===== config.mk =====
export PLATFORM = sky130hd
export DESIGN_NAME = uart_flow_line_ctrl
export DESIGN_NICKNAME = d
export VERILOG_FILES = /design/src/uart_flow_pkg.sv /design/src/uart_flow_line_ctrl.sv
export VERILOG_INCLUDE_DIRS = /design/src
export SDC_FILE = /design/constraint.sdc
export NUM_CORES = 1
export LEC_CHECK = 0
export BUFFER_PORTS_ARGS = -buffer_cell sky130_fd_sc_hd__buf_2
export CAP_MARGIN = 15
export CORE_UTILIZATION = 56
export CTS_BUF_LIST = sky130_fd_sc_hd__clkbuf_16
export CTS_CLUSTER_SIZE = 8
export DETAILED_ROUTE_END_ITERATION = 7
export PLACE_DENSITY_LB_ADDON = 0.2
export SLEW_MARGIN = 15
export SYNTH_ARGS = -nofsm -noshare
export SYNTH_HDL_FRONTEND = slang
export SYNTH_SLANG_ARGS = --single-unit

===== constraint.sdc =====
create_clock -name clock_in -period 2.4 [get_ports clock_in]
set_input_delay 0.36 -clock clock_in [delete_from_list [all_inputs] [get_ports clock_in]]
set_output_delay 0.36 -clock clock_in [all_outputs]
set_load 0.01 [all_outputs]

===== src/uart_flow_cfg.svh =====
// offsets, field positions, masks and reset values of the flow block
`ifndef UART_FLOW_CFG_SVH
`define UART_FLOW_CFG_SVH
// register offsets (byte addresses on the local port)
`define OFS_IER 4'h1
`define OFS_FCR_ISR 4'h2
`define OFS_MCR 4'h4
`define OFS_MSR 4'h6
`define OFS_SPR 4'h7
`define OFS_FEATURE_CONTROL 4'h8
`define OFS_EFR 4'h9
`define OFS_PAUSE2 4'ha
// field positions
`define EFR_AUTO_CTS 7
`define EFR_AUTO_RTS 6
`define EFR_SPECIAL 5
`define EFR_ENHANCED 4
`define MCR_LOOP 4
`define MCR_PAIR_SEL 2
`define FEATURE_CONTROL_RS485 5
`define FEATURE_CONTROL_IR_POL 4
`define LDE_TX_DIS 3
`define LDE_RX_DIS 2
`define LDE_NINE_BIT 0
`define IER_MODEM 3
`define IER_TX 1
`define ISR_SPECIAL 4
// enhanced bits that only change while the enhanced enable is set
`define ENH_MASK_IER 8'he0
`define ENH_MASK_FCR 8'h30
`define ENH_MASK_MCR 8'hec
`define ENH_MASK_LDE 8'hfc
// reserved bit of the write side of the modem status address
`define LDE_RSVD_MASK 8'h02
// reset values and the second-pair compare select code
`define RST_BYTE 8'h00
`define RST_SCRATCH 8'hff
`define RX_PAIR_SECOND 2'b01
`endif


===== src/uart_flow_pkg.sv =====
// types shared by the flow and line control block
`default_nettype none
package uart_flow_pkg;
	// rs-485 direction sequencer, gray along rx -> tx -> turn -> tx; turn -> rx flips both bits
	typedef enum logic [1:0] {
		DIR_RX = 2'b00,
		DIR_TX = 2'b01,
		DIR_TURN = 2'b11
	} dir_state_type;
endpackage : uart_flow_pkg
`default_nettype wire


===== src/uart_flow_line_ctrl.sv =====
// modem status, hardware flow control and rs-485 direction for one channel
//
// Chosen here: the placing of the registers and strobed register access.
`timescale 1ns/1ps
`default_nettype none
`include "uart_flow_cfg.svh"

module uart_flow_line_ctrl (
	// clock and reset
	input wire logic clock_in,
	input wire logic resetn_in,
	// register port
	input wire logic [3:0] reg_addr_in,
	input wire logic [7:0] reg_wdata_in,
	input wire logic reg_wr_in,
	input wire logic reg_rd_in,
	output logic [7:0] reg_rdata_out,
	// modem pins
	input wire logic cts_n_in,
	input wire logic dsr_n_in,
	input wire logic cd_n_in,
	input wire logic ri_n_in,
	output logic rts_n_out,
	output logic dtr_n_out,
	// serial receive line
	input wire logic rx_in,
	output logic rx_ir_data_out,
	// transmitter core
	input wire logic bit_tick_in,
	input wire logic tx_busy_in,
	input wire logic tx_char_done_in,
	input wire logic tx_fifo_empty_in,
	input wire logic tx_thr_empty_in,
	output logic tx_allow_out,
	// receiver core and fifo
	input wire logic rx_start_in,
	input wire logic rx_char_done_in,
	input wire logic [7:0] rx_char_in,
	input wire logic rx_trigger_in,
	input wire logic rx_above_upper_in,
	input wire logic rx_below_lower_in,
	output logic rx_allow_out,
	output logic rx_store_out,
	// modes and interrupt sources
	output logic [7:0] int_enable_out,
	output logic [7:0] fifo_control_out,
	output logic nine_bit_out,
	output logic loopback_out,
	output logic tx_int_out,
	output logic modem_int_out,
	output logic rx_trigger_int_out,
	output logic special_int_out,
	output logic pause_int_out,
	output uart_flow_pkg::dir_state_type dir_state_out
);
	import uart_flow_pkg::*;

	// -----------------------------------------------------------------
	// register file
	// -----------------------------------------------------------------
	logic [7:0] ier_q, fcr_q, mcr_q, lde_q, spr_q, feature_control_q, efr_q, pause2_q;
	logic wr_ier, wr_fcr, wr_mcr, wr_lde, wr_spr, wr_feature_control, wr_efr, wr_p2;
	logic enh_ok;

	// keep locked bits, take the others from the write data
	function automatic logic [7:0] merge_type_bits(input logic [7:0] old_v,
		input logic [7:0] new_v, input logic [7:0] mask, input logic en);
		merge_type_bits = en ? new_v : ((old_v & mask) | (new_v & ~mask));
	endfunction : merge_type_bits

	assign enh_ok = efr_q[`EFR_ENHANCED];
	// address decode for writes
	always_comb begin
		wr_ier = 1'b0;
		wr_fcr = 1'b0;
		wr_mcr = 1'b0;
		wr_lde = 1'b0;
		wr_spr = 1'b0;
		wr_feature_control = 1'b0;
		wr_efr = 1'b0;
		wr_p2 = 1'b0;
		if (reg_addr_in == `OFS_IER) begin
			wr_ier = reg_wr_in;
		end else if (reg_addr_in == `OFS_FCR_ISR) begin
			wr_fcr = reg_wr_in;
		end else if (reg_addr_in == `OFS_MCR) begin
			wr_mcr = reg_wr_in;
		end else if (reg_addr_in == `OFS_MSR) begin
			wr_lde = reg_wr_in;
		end else if (reg_addr_in == `OFS_SPR) begin
			wr_spr = reg_wr_in;
		end else if (reg_addr_in == `OFS_FEATURE_CONTROL) begin
			wr_feature_control = reg_wr_in;
		end else if (reg_addr_in == `OFS_EFR) begin
			wr_efr = reg_wr_in;
		end else if (reg_addr_in == `OFS_PAUSE2) begin
			wr_p2 = reg_wr_in;
		end
	end

	// enhanced bits locked while the enable is clear; legacy code
	// writing old values cannot disturb them
	always_ff @(posedge clock_in or negedge resetn_in) begin
		if (!resetn_in) begin
			ier_q <= `RST_BYTE;
			fcr_q <= `RST_BYTE;
			mcr_q <= `RST_BYTE;
			lde_q <= `RST_BYTE;
		end else begin
			if (wr_ier)
				ier_q <= merge_type_bits(ier_q, reg_wdata_in,
					`ENH_MASK_IER, enh_ok);
			if (wr_fcr)
				fcr_q <= merge_type_bits(fcr_q, reg_wdata_in,
					`ENH_MASK_FCR, enh_ok);
			if (wr_mcr)
				mcr_q <= merge_type_bits(mcr_q, reg_wdata_in,
					`ENH_MASK_MCR, enh_ok);
			if (wr_lde)
				lde_q <= merge_type_bits(lde_q, reg_wdata_in,
					`ENH_MASK_LDE, enh_ok) & ~`LDE_RSVD_MASK;
		end
	end

	// plain registers
	always_ff @(posedge clock_in or negedge resetn_in) begin
		if (!resetn_in) begin
			spr_q <= `RST_SCRATCH;
			feature_control_q <= `RST_BYTE;
			efr_q <= `RST_BYTE;
			pause2_q <= `RST_BYTE;
		end else begin
			if (wr_spr)
				spr_q <= reg_wdata_in;
			if (wr_feature_control)
				feature_control_q <= reg_wdata_in;
			if (wr_efr)
				efr_q <= reg_wdata_in;
			if (wr_p2)
				pause2_q <= reg_wdata_in;
		end
	end

	// -----------------------------------------------------------------
	// modem status view and change flags
	// -----------------------------------------------------------------
	logic [3:0] stat_now, stat_prev_q, delta_q, delta_set;
	logic stat_valid_q, msr_rd, loop;

	assign loop = mcr_q[`MCR_LOOP];
	// order: cd, ri, dsr, cts
	assign stat_now = loop ? {mcr_q[3], mcr_q[2], mcr_q[0], mcr_q[1]}
		: ~{cd_n_in, ri_n_in, dsr_n_in, cts_n_in};
	assign msr_rd = reg_rd_in && (reg_addr_in == `OFS_MSR);
	// any edge for cd, dsr, cts; ri only when the input rises
	assign delta_set = {stat_now[3] ^ stat_prev_q[3],
		stat_prev_q[2] & ~stat_now[2],
		stat_now[1] ^ stat_prev_q[1],
		stat_now[0] ^ stat_prev_q[0]} & {4{stat_valid_q}};

	// prev view is caught only after reset release, so the first
	// cycle cannot fake a change
	always_ff @(posedge clock_in or negedge resetn_in) begin
		if (!resetn_in) begin
			stat_prev_q <= 4'h0;
			stat_valid_q <= 1'b0;
		end else begin
			stat_prev_q <= stat_now;
			stat_valid_q <= 1'b1;
		end
	end

	// a change that lands on the read is kept
	always_ff @(posedge clock_in or negedge resetn_in) begin
		if (!resetn_in)
			delta_q <= 4'h0;
		else if (msr_rd)
			delta_q <= delta_set;
		else
			delta_q <= delta_q | delta_set;
	end

	// -----------------------------------------------------------------
	// special character detect
	// -----------------------------------------------------------------
	logic spec_match, spec_drop, spec_flag_q, isr_rd;

	assign spec_match = rx_char_done_in && efr_q[`EFR_SPECIAL]
		&& (rx_char_in == pause2_q);
	assign spec_drop = spec_match
		&& (efr_q[1:0] == `RX_PAIR_SECOND);
	assign isr_rd = reg_rd_in && (reg_addr_in == `OFS_FCR_ISR);

	// source bit held until the source register is read
	always_ff @(posedge clock_in or negedge resetn_in) begin
		if (!resetn_in)
			spec_flag_q <= 1'b0;
		else if (spec_match)
			spec_flag_q <= 1'b1;
		else if (isr_rd)
			spec_flag_q <= 1'b0;
	end

	// fifo store strobe and pause / special pulses
	always_ff @(posedge clock_in or negedge resetn_in) begin
		if (!resetn_in) begin
			rx_store_out <= 1'b0;
			special_int_out <= 1'b0;
			pause_int_out <= 1'b0;
		end else begin
			rx_store_out <= rx_char_done_in && !spec_drop;
			special_int_out <= spec_match;
			pause_int_out <= spec_drop;
		end
	end

	// -----------------------------------------------------------------
	// read data, valid only in the cycle after the strobe
	// -----------------------------------------------------------------
	always_ff @(posedge clock_in or negedge resetn_in) begin
		if (!resetn_in) begin
			reg_rdata_out <= `RST_BYTE;
		end else if (!reg_rd_in) begin
			reg_rdata_out <= `RST_BYTE;
		end else if (reg_addr_in == `OFS_IER) begin
			reg_rdata_out <= ier_q;
		end else if (reg_addr_in == `OFS_FCR_ISR) begin
			reg_rdata_out <= {3'h0, spec_flag_q, 4'h0};
		end else if (reg_addr_in == `OFS_MCR) begin
			reg_rdata_out <= mcr_q;
		end else if (reg_addr_in == `OFS_MSR) begin
			reg_rdata_out <= {stat_now, delta_q};
		end else if (reg_addr_in == `OFS_SPR) begin
			reg_rdata_out <= spr_q;
		end else if (reg_addr_in == `OFS_FEATURE_CONTROL) begin
			reg_rdata_out <= feature_control_q;
		end else if (reg_addr_in == `OFS_EFR) begin
			reg_rdata_out <= efr_q;
		end else begin
			reg_rdata_out <= `RST_BYTE;
		end
	end

	// -----------------------------------------------------------------
	// rs-485 direction sequencer
	// -----------------------------------------------------------------
	dir_state_type dir_q;
	logic [3:0] turn_cnt_q;
	logic rs485;

	assign rs485 = feature_control_q[`FEATURE_CONTROL_RS485];
	// direction turns only once both fifo and shift register drained
	always_ff @(posedge clock_in or negedge resetn_in) begin
		if (!resetn_in) begin
			dir_q <= DIR_RX;
			turn_cnt_q <= 4'h0;
		end else begin
			case (dir_q)
				DIR_RX: begin
					if (rs485 && !tx_fifo_empty_in)
						dir_q <= DIR_TX;
				end
				DIR_TX: begin
					if (tx_char_done_in && tx_fifo_empty_in) begin
						dir_q <= DIR_TURN;
						turn_cnt_q <= lde_q[7:4];
					end
				end
				DIR_TURN: begin
					if (!tx_fifo_empty_in)
						dir_q <= DIR_TX;
					else if (turn_cnt_q == 4'h0)
						dir_q <= DIR_RX;
					else if (bit_tick_in)
						turn_cnt_q <= turn_cnt_q - 4'h1;
				end
				default: dir_q <= DIR_RX;
			endcase
		end
	end

	// -----------------------------------------------------------------
	// transmit gating and modem outputs
	// -----------------------------------------------------------------
	logic tx_gate, rx_hold_q, hold_rts, hold_dtr;

	// the core only asks this before loading the next character, so
	// a character already shifting always completes
	assign tx_gate = efr_q[`EFR_AUTO_CTS] && (mcr_q[`MCR_PAIR_SEL]
		? dsr_n_in : cts_n_in);

	// hysteresis between the upper and lower receive triggers
	always_ff @(posedge clock_in or negedge resetn_in) begin
		if (!resetn_in)
			rx_hold_q <= 1'b0;
		else if (!efr_q[`EFR_AUTO_RTS])
			rx_hold_q <= 1'b0;
		else if (rx_above_upper_in)
			rx_hold_q <= 1'b1;
		else if (rx_below_lower_in)
			rx_hold_q <= 1'b0;
	end

	assign hold_rts = rx_hold_q && !mcr_q[`MCR_PAIR_SEL];
	assign hold_dtr = rx_hold_q && mcr_q[`MCR_PAIR_SEL];

	// pins are general outputs unless flow control overrides them
	always_ff @(posedge clock_in or negedge resetn_in) begin
		if (!resetn_in) begin
			rts_n_out <= 1'b1;
			dtr_n_out <= 1'b1;
			tx_allow_out <= 1'b0;
		end else begin
			rts_n_out <= rs485 ? (dir_q != DIR_RX)
				: (!mcr_q[1] || hold_rts);
			dtr_n_out <= !mcr_q[0] || hold_dtr;
			tx_allow_out <= !lde_q[`LDE_TX_DIS] && !tx_gate
				&& (!rs485 || dir_q == DIR_TX);
		end
	end

	// -----------------------------------------------------------------
	// receiver disable: one more character when idle at the set
	// -----------------------------------------------------------------
	logic rx_busy_q, rx_dis_prev_q, rx_credit_q, rx_dis;

	assign rx_dis = lde_q[`LDE_RX_DIS];
	// busy window from start detect to character done
	always_ff @(posedge clock_in or negedge resetn_in) begin
		if (!resetn_in)
			rx_busy_q <= 1'b0;
		else if (rx_start_in)
			rx_busy_q <= 1'b1;
		else if (rx_char_done_in)
			rx_busy_q <= 1'b0;
	end

	// credit for the one extra character; spent at its start bit
	always_ff @(posedge clock_in or negedge resetn_in) begin
		if (!resetn_in) begin
			rx_dis_prev_q <= 1'b0;
			rx_credit_q <= 1'b0;
		end else begin
			rx_dis_prev_q <= rx_dis;
			if (rx_dis && !rx_dis_prev_q)
				rx_credit_q <= !rx_busy_q;
			else if (rx_start_in || !rx_dis)
				rx_credit_q <= 1'b0;
		end
	end

	// fifo reads never pass through here, so it stays readable
	always_ff @(posedge clock_in or negedge resetn_in) begin
		if (!resetn_in) begin
			rx_allow_out <= 1'b1;
			rx_ir_data_out <= 1'b0;
		end else begin
			rx_allow_out <= !rx_dis || (rx_credit_q && !rx_start_in)
				|| (rx_dis && !rx_dis_prev_q && !rx_busy_q);
			rx_ir_data_out <= rx_in ^ feature_control_q[`FEATURE_CONTROL_IR_POL];
		end
	end

	// -----------------------------------------------------------------
	// interrupt sources and mode outputs
	// -----------------------------------------------------------------
	always_ff @(posedge clock_in or negedge resetn_in) begin
		if (!resetn_in) begin
			tx_int_out <= 1'b0;
			modem_int_out <= 1'b0;
			rx_trigger_int_out <= 1'b0;
			nine_bit_out <= 1'b0;
			loopback_out <= 1'b0;
			int_enable_out <= `RST_BYTE;
			fifo_control_out <= `RST_BYTE;
			dir_state_out <= DIR_RX;
		end else begin
			tx_int_out <= ier_q[`IER_TX] && (rs485
				? (tx_thr_empty_in && !tx_busy_in) : tx_thr_empty_in);
			modem_int_out <= ier_q[`IER_MODEM] && (|delta_q);
			rx_trigger_int_out <= efr_q[`EFR_AUTO_RTS] && rx_trigger_in;
			nine_bit_out <= lde_q[`LDE_NINE_BIT];
			loopback_out <= loop;
			int_enable_out <= ier_q;
			fifo_control_out <= fcr_q;
			dir_state_out <= dir_q;
		end
	end

	// -----------------------------------------------------------------
	// checks
	// -----------------------------------------------------------------
	a_cts_gate_halt: assert property (@(posedge clock_in)
		disable iff (!resetn_in) (efr_q[7] && !mcr_q[2] && cts_n_in)
		|=> !tx_allow_out) else $error("sending allowed with CTS high");
	a_cts_status_view: assert property (@(posedge clock_in)
		disable iff (!resetn_in) (msr_rd && !loop)
		|=> reg_rdata_out[4] == !$past(cts_n_in))
		else $error("status bit 4 not inverted CTS");
	a_delta_cts_set: assert property (@(posedge clock_in)
		disable iff (!resetn_in) (stat_valid_q && stat_now[0] != stat_prev_q[0])
		|=> delta_q[0]) else $error("CTS change flag missed");
	a_ri_fall_ignored: assert property (@(posedge clock_in)
		disable iff (!resetn_in)
		(!delta_q[2] && !stat_prev_q[2] && stat_now[2]) |=> !delta_q[2])
		else $error("ring flag set on wrong edge");
	a_turn_count_down: assert property (@(posedge clock_in)
		disable iff (!resetn_in) (dir_q == DIR_TURN && tx_fifo_empty_in
		&& bit_tick_in && turn_cnt_q != 4'h0)
		|=> turn_cnt_q == $past(turn_cnt_q) - 4'h1)
		else $error("turnaround count not one per bit");
	a_delay_bits_locked: assert property (@(posedge clock_in)
		disable iff (!resetn_in) (wr_lde && !enh_ok)
		|=> lde_q[7:2] == $past(lde_q[7:2]))
		else $error("locked delay bits changed");
	a_tx_disable_halt: assert property (@(posedge clock_in)
		disable iff (!resetn_in) lde_q[3] |=> !tx_allow_out)
		else $error("sending allowed while disabled");
	a_rx_disable_stop: assert property (@(posedge clock_in)
		disable iff (!resetn_in) (rx_dis && rx_dis_prev_q && !rx_credit_q)
		|=> !rx_allow_out) else $error("receiver not stopped");
	a_special_drop: assert property (@(posedge clock_in)
		disable iff (!resetn_in) spec_drop
		|=> (!rx_store_out && pause_int_out && special_int_out))
		else $error("second pause char not dropped");
endmodule : uart_flow_line_ctrl
`default_nettype wire


=== Word level (Yosys, flattened, before mapping) ===
Cells that the tools add are included.

* Output and inout bits: 39
* Input port bits: 39
* Flip-flop bits (word level): 122
* Word-level logic and storage cells: 189

* $add $sub $neg: 1
* Equal/unequal tests: 19
* Bitwise operators: 13
* Reductions and logical operators: 49
* Mux-type cells: 72

{| class="wikitable"
|+ Operators with widths
! cell !! count
|-
| two-way mux 8 bit || 12
|-
| two-way mux 1 bit || 48
|-
| two-way mux 4 bit || 6
|-
| logical AND 1 bit || 20
|-
| OR 8 x 5 -> 8 bit || 2
|-
| zero test 1 bit || 13
|-
| == test 4 x 3 -> 1 bit, second input constant || 3
|-
| == test 4 bit, second input constant || 3
|-
| != test 2 bit, second input constant || 5
|-
| nonzero test 2 bit || 5
|-
| == test 8 bit || 1
|-
| two-way mux 2 bit || 4
|-
| OR 6 x 8 -> 8 bit || 1
|-
| OR 8 x 2 -> 8 bit || 1
|-
| case mux 4 bit (2 select lines) || 1
|-
| logical OR 1 bit || 6
|-
| != test 3 bit, second input constant || 2
|-
| case mux 2 bit (3 select lines) || 1
|-
| AND reduction 5 bit || 1
|-
| bitwise AND 4 bit || 1
|-
| == test 2 x 1 -> 1 bit, second input constant || 2
|-
| == test 4 x 1 -> 1 bit, second input constant || 1
|-
| == test 4 x 2 -> 1 bit, second input constant || 1
|-
| zero test 4 bit || 1
|-
| 10 further kinds || 13
|}

=== Longest topological paths before layout ===
* Depth in word-level cells: 9
* Depth in mapped cells: 6
* Mapped depth without buffers: 6

=== Least setup slack after synthesis ===
No wires, ideal clock.

* Path type: flip-flop to flip-flop
* Start: register turn_cnt_q[0]
* End: register turn_cnt_q[3]
* Required time: 2.271 ns
* Data arrival time: 1.534 ns
* Setup slack: 0.737 ns
* Period minus slack after synthesis: 1.663 ns
* Cell stages (with the launch flop): 7
* Setup time: 0.129 ns
* Buffers on the path: 0
* Cell sequence: dfrtp_1 inv_1 ha_1 or3b_2 a41o_1 a21oi_1 a21oi_1

* Cells in the longest elaborated chain, start to end: 5
* Elaborated cells between the ends (all ways): 8
* Those cells by class: add/sub (1); eq/ne (1); mux (4); reduce/logical (2)

{| class="wikitable"
|+ Ends and longest elaborated chain
! element !! RTL line !! RTL
|-
| from (decl) || uart_flow_line_ctrl.sv:248 || <nowiki>logic [3:0] turn_cnt_q;</nowiki>
|-
| from (signal assigned) || uart_flow_line_ctrl.sv:266 || <nowiki>turn_cnt_q <= lde_q[7:4];</nowiki>
|-
| from (signal assigned) || uart_flow_line_ctrl.sv:275 || <nowiki>turn_cnt_q <= turn_cnt_q - 4'h1;</nowiki>
|-
| subtractor 4 x 1 -> 4 bit || uart_flow_line_ctrl.sv:275 ||
|-
| two-way mux 4 bit || uart_flow_line_ctrl.sv:274 || <nowiki>else if (bit_tick_in)</nowiki>
|-
| two-way mux 4 bit || uart_flow_line_ctrl.sv:272 || <nowiki>else if (turn_cnt_q == 4'h0)</nowiki>
|-
| two-way mux 4 bit || uart_flow_line_ctrl.sv:270 || <nowiki>if (!tx_fifo_empty_in)</nowiki>
|-
| case mux 4 bit (2 select lines) || uart_flow_line_ctrl.sv:258 || <nowiki>case (dir_q)</nowiki>
|}

Parallel ways exist; a longest one is shown, timed or not. The select of a mux whose other input is x is not followed.
A chain may end at the register's enable or synchronous reset.

=== Worst setup path after layout ===
* Start: register turn_cnt_q[0]
* End: register turn_cnt_q[2]

The elaborated chain is that of the path after synthesis.

==> results.md <==
* Sw frac at approximately 28%
* Antenna cell count at 0
* H-tree levels at 4
* CTS Root Cell: clkbuf_16
* CP peak stage delay at 0.46 ns
* Busiest grt layer: met2
* Sequential power share at between 40 and 50%
* Largest net degree at the start of global routing at 45
* Slew headroom at 56.7%
* Arrival time worst endpoint at between 2 and 2.5 ns
* Unrepaired setup endpoints after global routing: no
* Vias in the first global route at about 3,400
* Top-count cell post-synth: dfrtp_1
* Outcome: finished, violations left
* CP Cell Sequence: inv_1, ha_1, or3b_2, a41o_1, a21oi_1, a21oi_1
* Grt ovf at 0
* Core ar. at 0.00881 mm2
* Top FF cell, synth: dfrtp_1
* Net Count, Synth at 424
* CTS tree: done
* Yosys Warn Count at 0
* Internal at 4.47 mW
* Crit path max fanout at 7
* Failing checks: DRC
* Worst min-delay path class: in2reg
* Clock Power Share at between 30% and 40%
* Post-synth top area share at 53.8%
* Final setup margin at 0.596 ns
* Final period utilization at 75.2%
* EDFF count, synth at 0
* Initial antenna violation count at 0
* Setup TNS at 0 ns
* Dpl ws at 0.397 ns
* Avg WL per Cell at about 18 um
* Synth cell types at 58
* Worst path bufs/invs at 1
* Top-level port count at 78
* # nets final at 513
* Clock-pin slew on the worst setup and hold paths at about 0.06 ns
* Min Clock Period, post-route at about 1.8 ns
* Die width at 98 um
* Iter 0 DRT Violations at ~230
* Final Hold Viols at 0
* Mean Syn Cell Area at around 13 um2
* Ys async rst share at 100%
* Peak VDD IR at 0.555 mV
* Worst path most repeated cell: a21oi_1
* Crit end category: register
* Total Routing Usage GR at roughly a quarter
* Power Dens Cells at 1000 mW/mm2
* Post-route DRC at 7
* Post-DP HPWL at 7.48 mm
* # rows at 34
* Max Buffers Root-to-Sink at 2
* Tot Pwr at 6.20 mW
* P_sw at about 1.7 mW
* Largest area contributor in the netlist: dfrtp_1
* Setup violations, final at 0
* Cell class contributing the biggest share of worst-path delay: compound AO/OA/AOI/OAI gates
* Area grow syn2layout at 20.0%
* Cells after Synth at ~380
* Die H at approximately 98 um
* GR Util met2 at 38.3%
* Yosys reg bits at 122
* Worst setup SP type: register
* Clock sink count at 122
* Max-Cap Viols at 0
* Initial core utilization at 58.6%
* DR vias at 3,364
* Layout cells sized above 1 at between 40% and 50%
* Worst-margin pin slew at 0.649 ns
* Antenna-violating nets left at 0
* GPL Wtd Cong at 0.859
* Die Footprint at 0.00960 mm2
* Slew Viols, Final at 0
* Logic pwr share at 17.1%
* Max Freq at about 550 MHz
* Leak at 2.95 nW
* Grt met3 use at under 10%
* Register area share after synthesis at 59.4%
* Total wire length at 10.9 mm
* Vias per cell at 5.67
* Pre-Repair DR Iteration Count at 6
* PortBufs at a little under 80
* Skew-Pair Late Insertion Delay at 0.42 ns
* Crit Path Class: reg2reg
* Ranking of synthesized cells by area: dfrtp_1 (54%), mux2_2 (14%), dfstp_2 (5.6%)
* TritonCTS buffer count at 17
* Commonest cells post-synth: dfrtp_1 (111), mux2_2 (63), nand2_1 (25)
* CP max-delay cell: or3b_2
* Grt met1 use at a little over a third
* Required time of the critical path at 2.69 ns
* Clock skew at ~0.012 ns
* First-pass GRT wire length at 18.3 mm
* Netlist Area Pre-Place at about 0.0052 mm2
-- path summary, 6_finish.rpt --
| kind | startpoint | endpoint | slack (ns) | depth (start not counted) |
|---|---|---|---|---|
| max | turn_cnt_q[0] | turn_cnt_q[2] | 0.60 | 6 |
| min | tx_busy_in | tx_int_out | 0.11 | 2 |
| max reg2reg | turn_cnt_q[0] | turn_cnt_q[2] | 0.60 | 6 |
| min reg2reg | fcr_q[5] | fifo_control_out[5] | 0.37 | 0 |
| max in group asynchronous | resetn_in | spr_q[7] | 1.24 | 3 |
| min in group asynchronous | resetn_in | rx_hold_q | 0.48 | 2 |
-- registers in the layout, summed over array words and instances (netlist names), 2 cells and up --
register           flops
fcr_q                  8
lde_q                  7
dir_state_out          2
feature_control_q      8
delta_q                4
reg_rdata_out          8
mcr_q                  8
efr_q                  8
spr_q                  8
int_enable_out         8
pause2_q               8
dir_q                  2
turn_cnt_q             4
fifo_control_out       8
stat_prev_q            4
ier_q                  8
-- metal layers --
metal	wire (um)	vias to the layer above
met4	91	0
met5	0	-
li1	-	1545
met2	5070	116
met1	5060	1691
met3	715	12
-- placed cells by master (no fill, tap or decap), types with 4 or more instances in the layout --
cell       count
a21oi_1       15
a22o_1         5
a22oi_1        4
and3_1         4
buf_2         76
clkbuf_16     17
clkinv_2       4
dfrtp_1      111
dfstp_2       11
inv_1         17
mux2_2        63
mux2_4         6
mux2i_1        5
nand2_1       25
nor2_1        11
nor2b_1       10
o211ai_1       4
o21ai_0       18
xor2_1         7
-- stage by stage --
step           std cells  instance area [um2]  utilization (%)  hold slack (ns)
2_1_floorplan        384                 5160                -           0.0644
3_3_place_gp         561                 5650             64.2            0.357
3_5_place_dp         561                 5650             64.2            0.360
4_1_cts              593                 6200             70.4           0.0991
5_1_grt              593                 6200             70.4            0.110
6_report             593                 6200             70.4            0.113
-- cell families (layout without fill, tap and decap cells) --
kind of cell    count (synthesis)  count (layout)  share of synthesized area, %
simple gates                   86              86                          11.3
mux                            74              74                          16.5
buf+inv                        26             127                          2.59
flops                         122             122                          59.4
xor+xnor                       10              10                          1.70
fa+ha+maj                       1               1                         0.242
compound gates                 64              64                          8.22
other cells                     1               1                        0.0727
-- power groups by stage --
stage	clock, mW	combinational (mW)	sequential [mW]
3_5_place_dp	0	1.05	2.87
5_1_grt	2.42	1.18	2.90
6_report	2.30	1.06	2.84
4_1_cts	2.32	1.07	2.84
3_3_place_gp	0	1.02	2.85
2_1_floorplan	0	0.651	2.84
-- area by class of cell --
type | instances | area, um2
Clock inverter | 14 | 110
Multi-Input combinational cell | 236 | 1960
Clock buffer | 17 | 425
Sequential cell | 122 | 3070
Fill cell | 638 | 2610
Timing Repair Buffer | 80 | 438
Inverter | 16 | 60.1
Tap cell | 108 | 135
-- what timing repair did --
item / 4_1_cts / 5_1_grt
hold endpoints to repair: 37 / 0
endpoints found under the setup margin: 0 / 0
hold buffers: 1 / 0
gates resized for setup: 0 / 0
setup buffers: 0 / 0
Note: power is estimated with default switching activity, not from simulation.
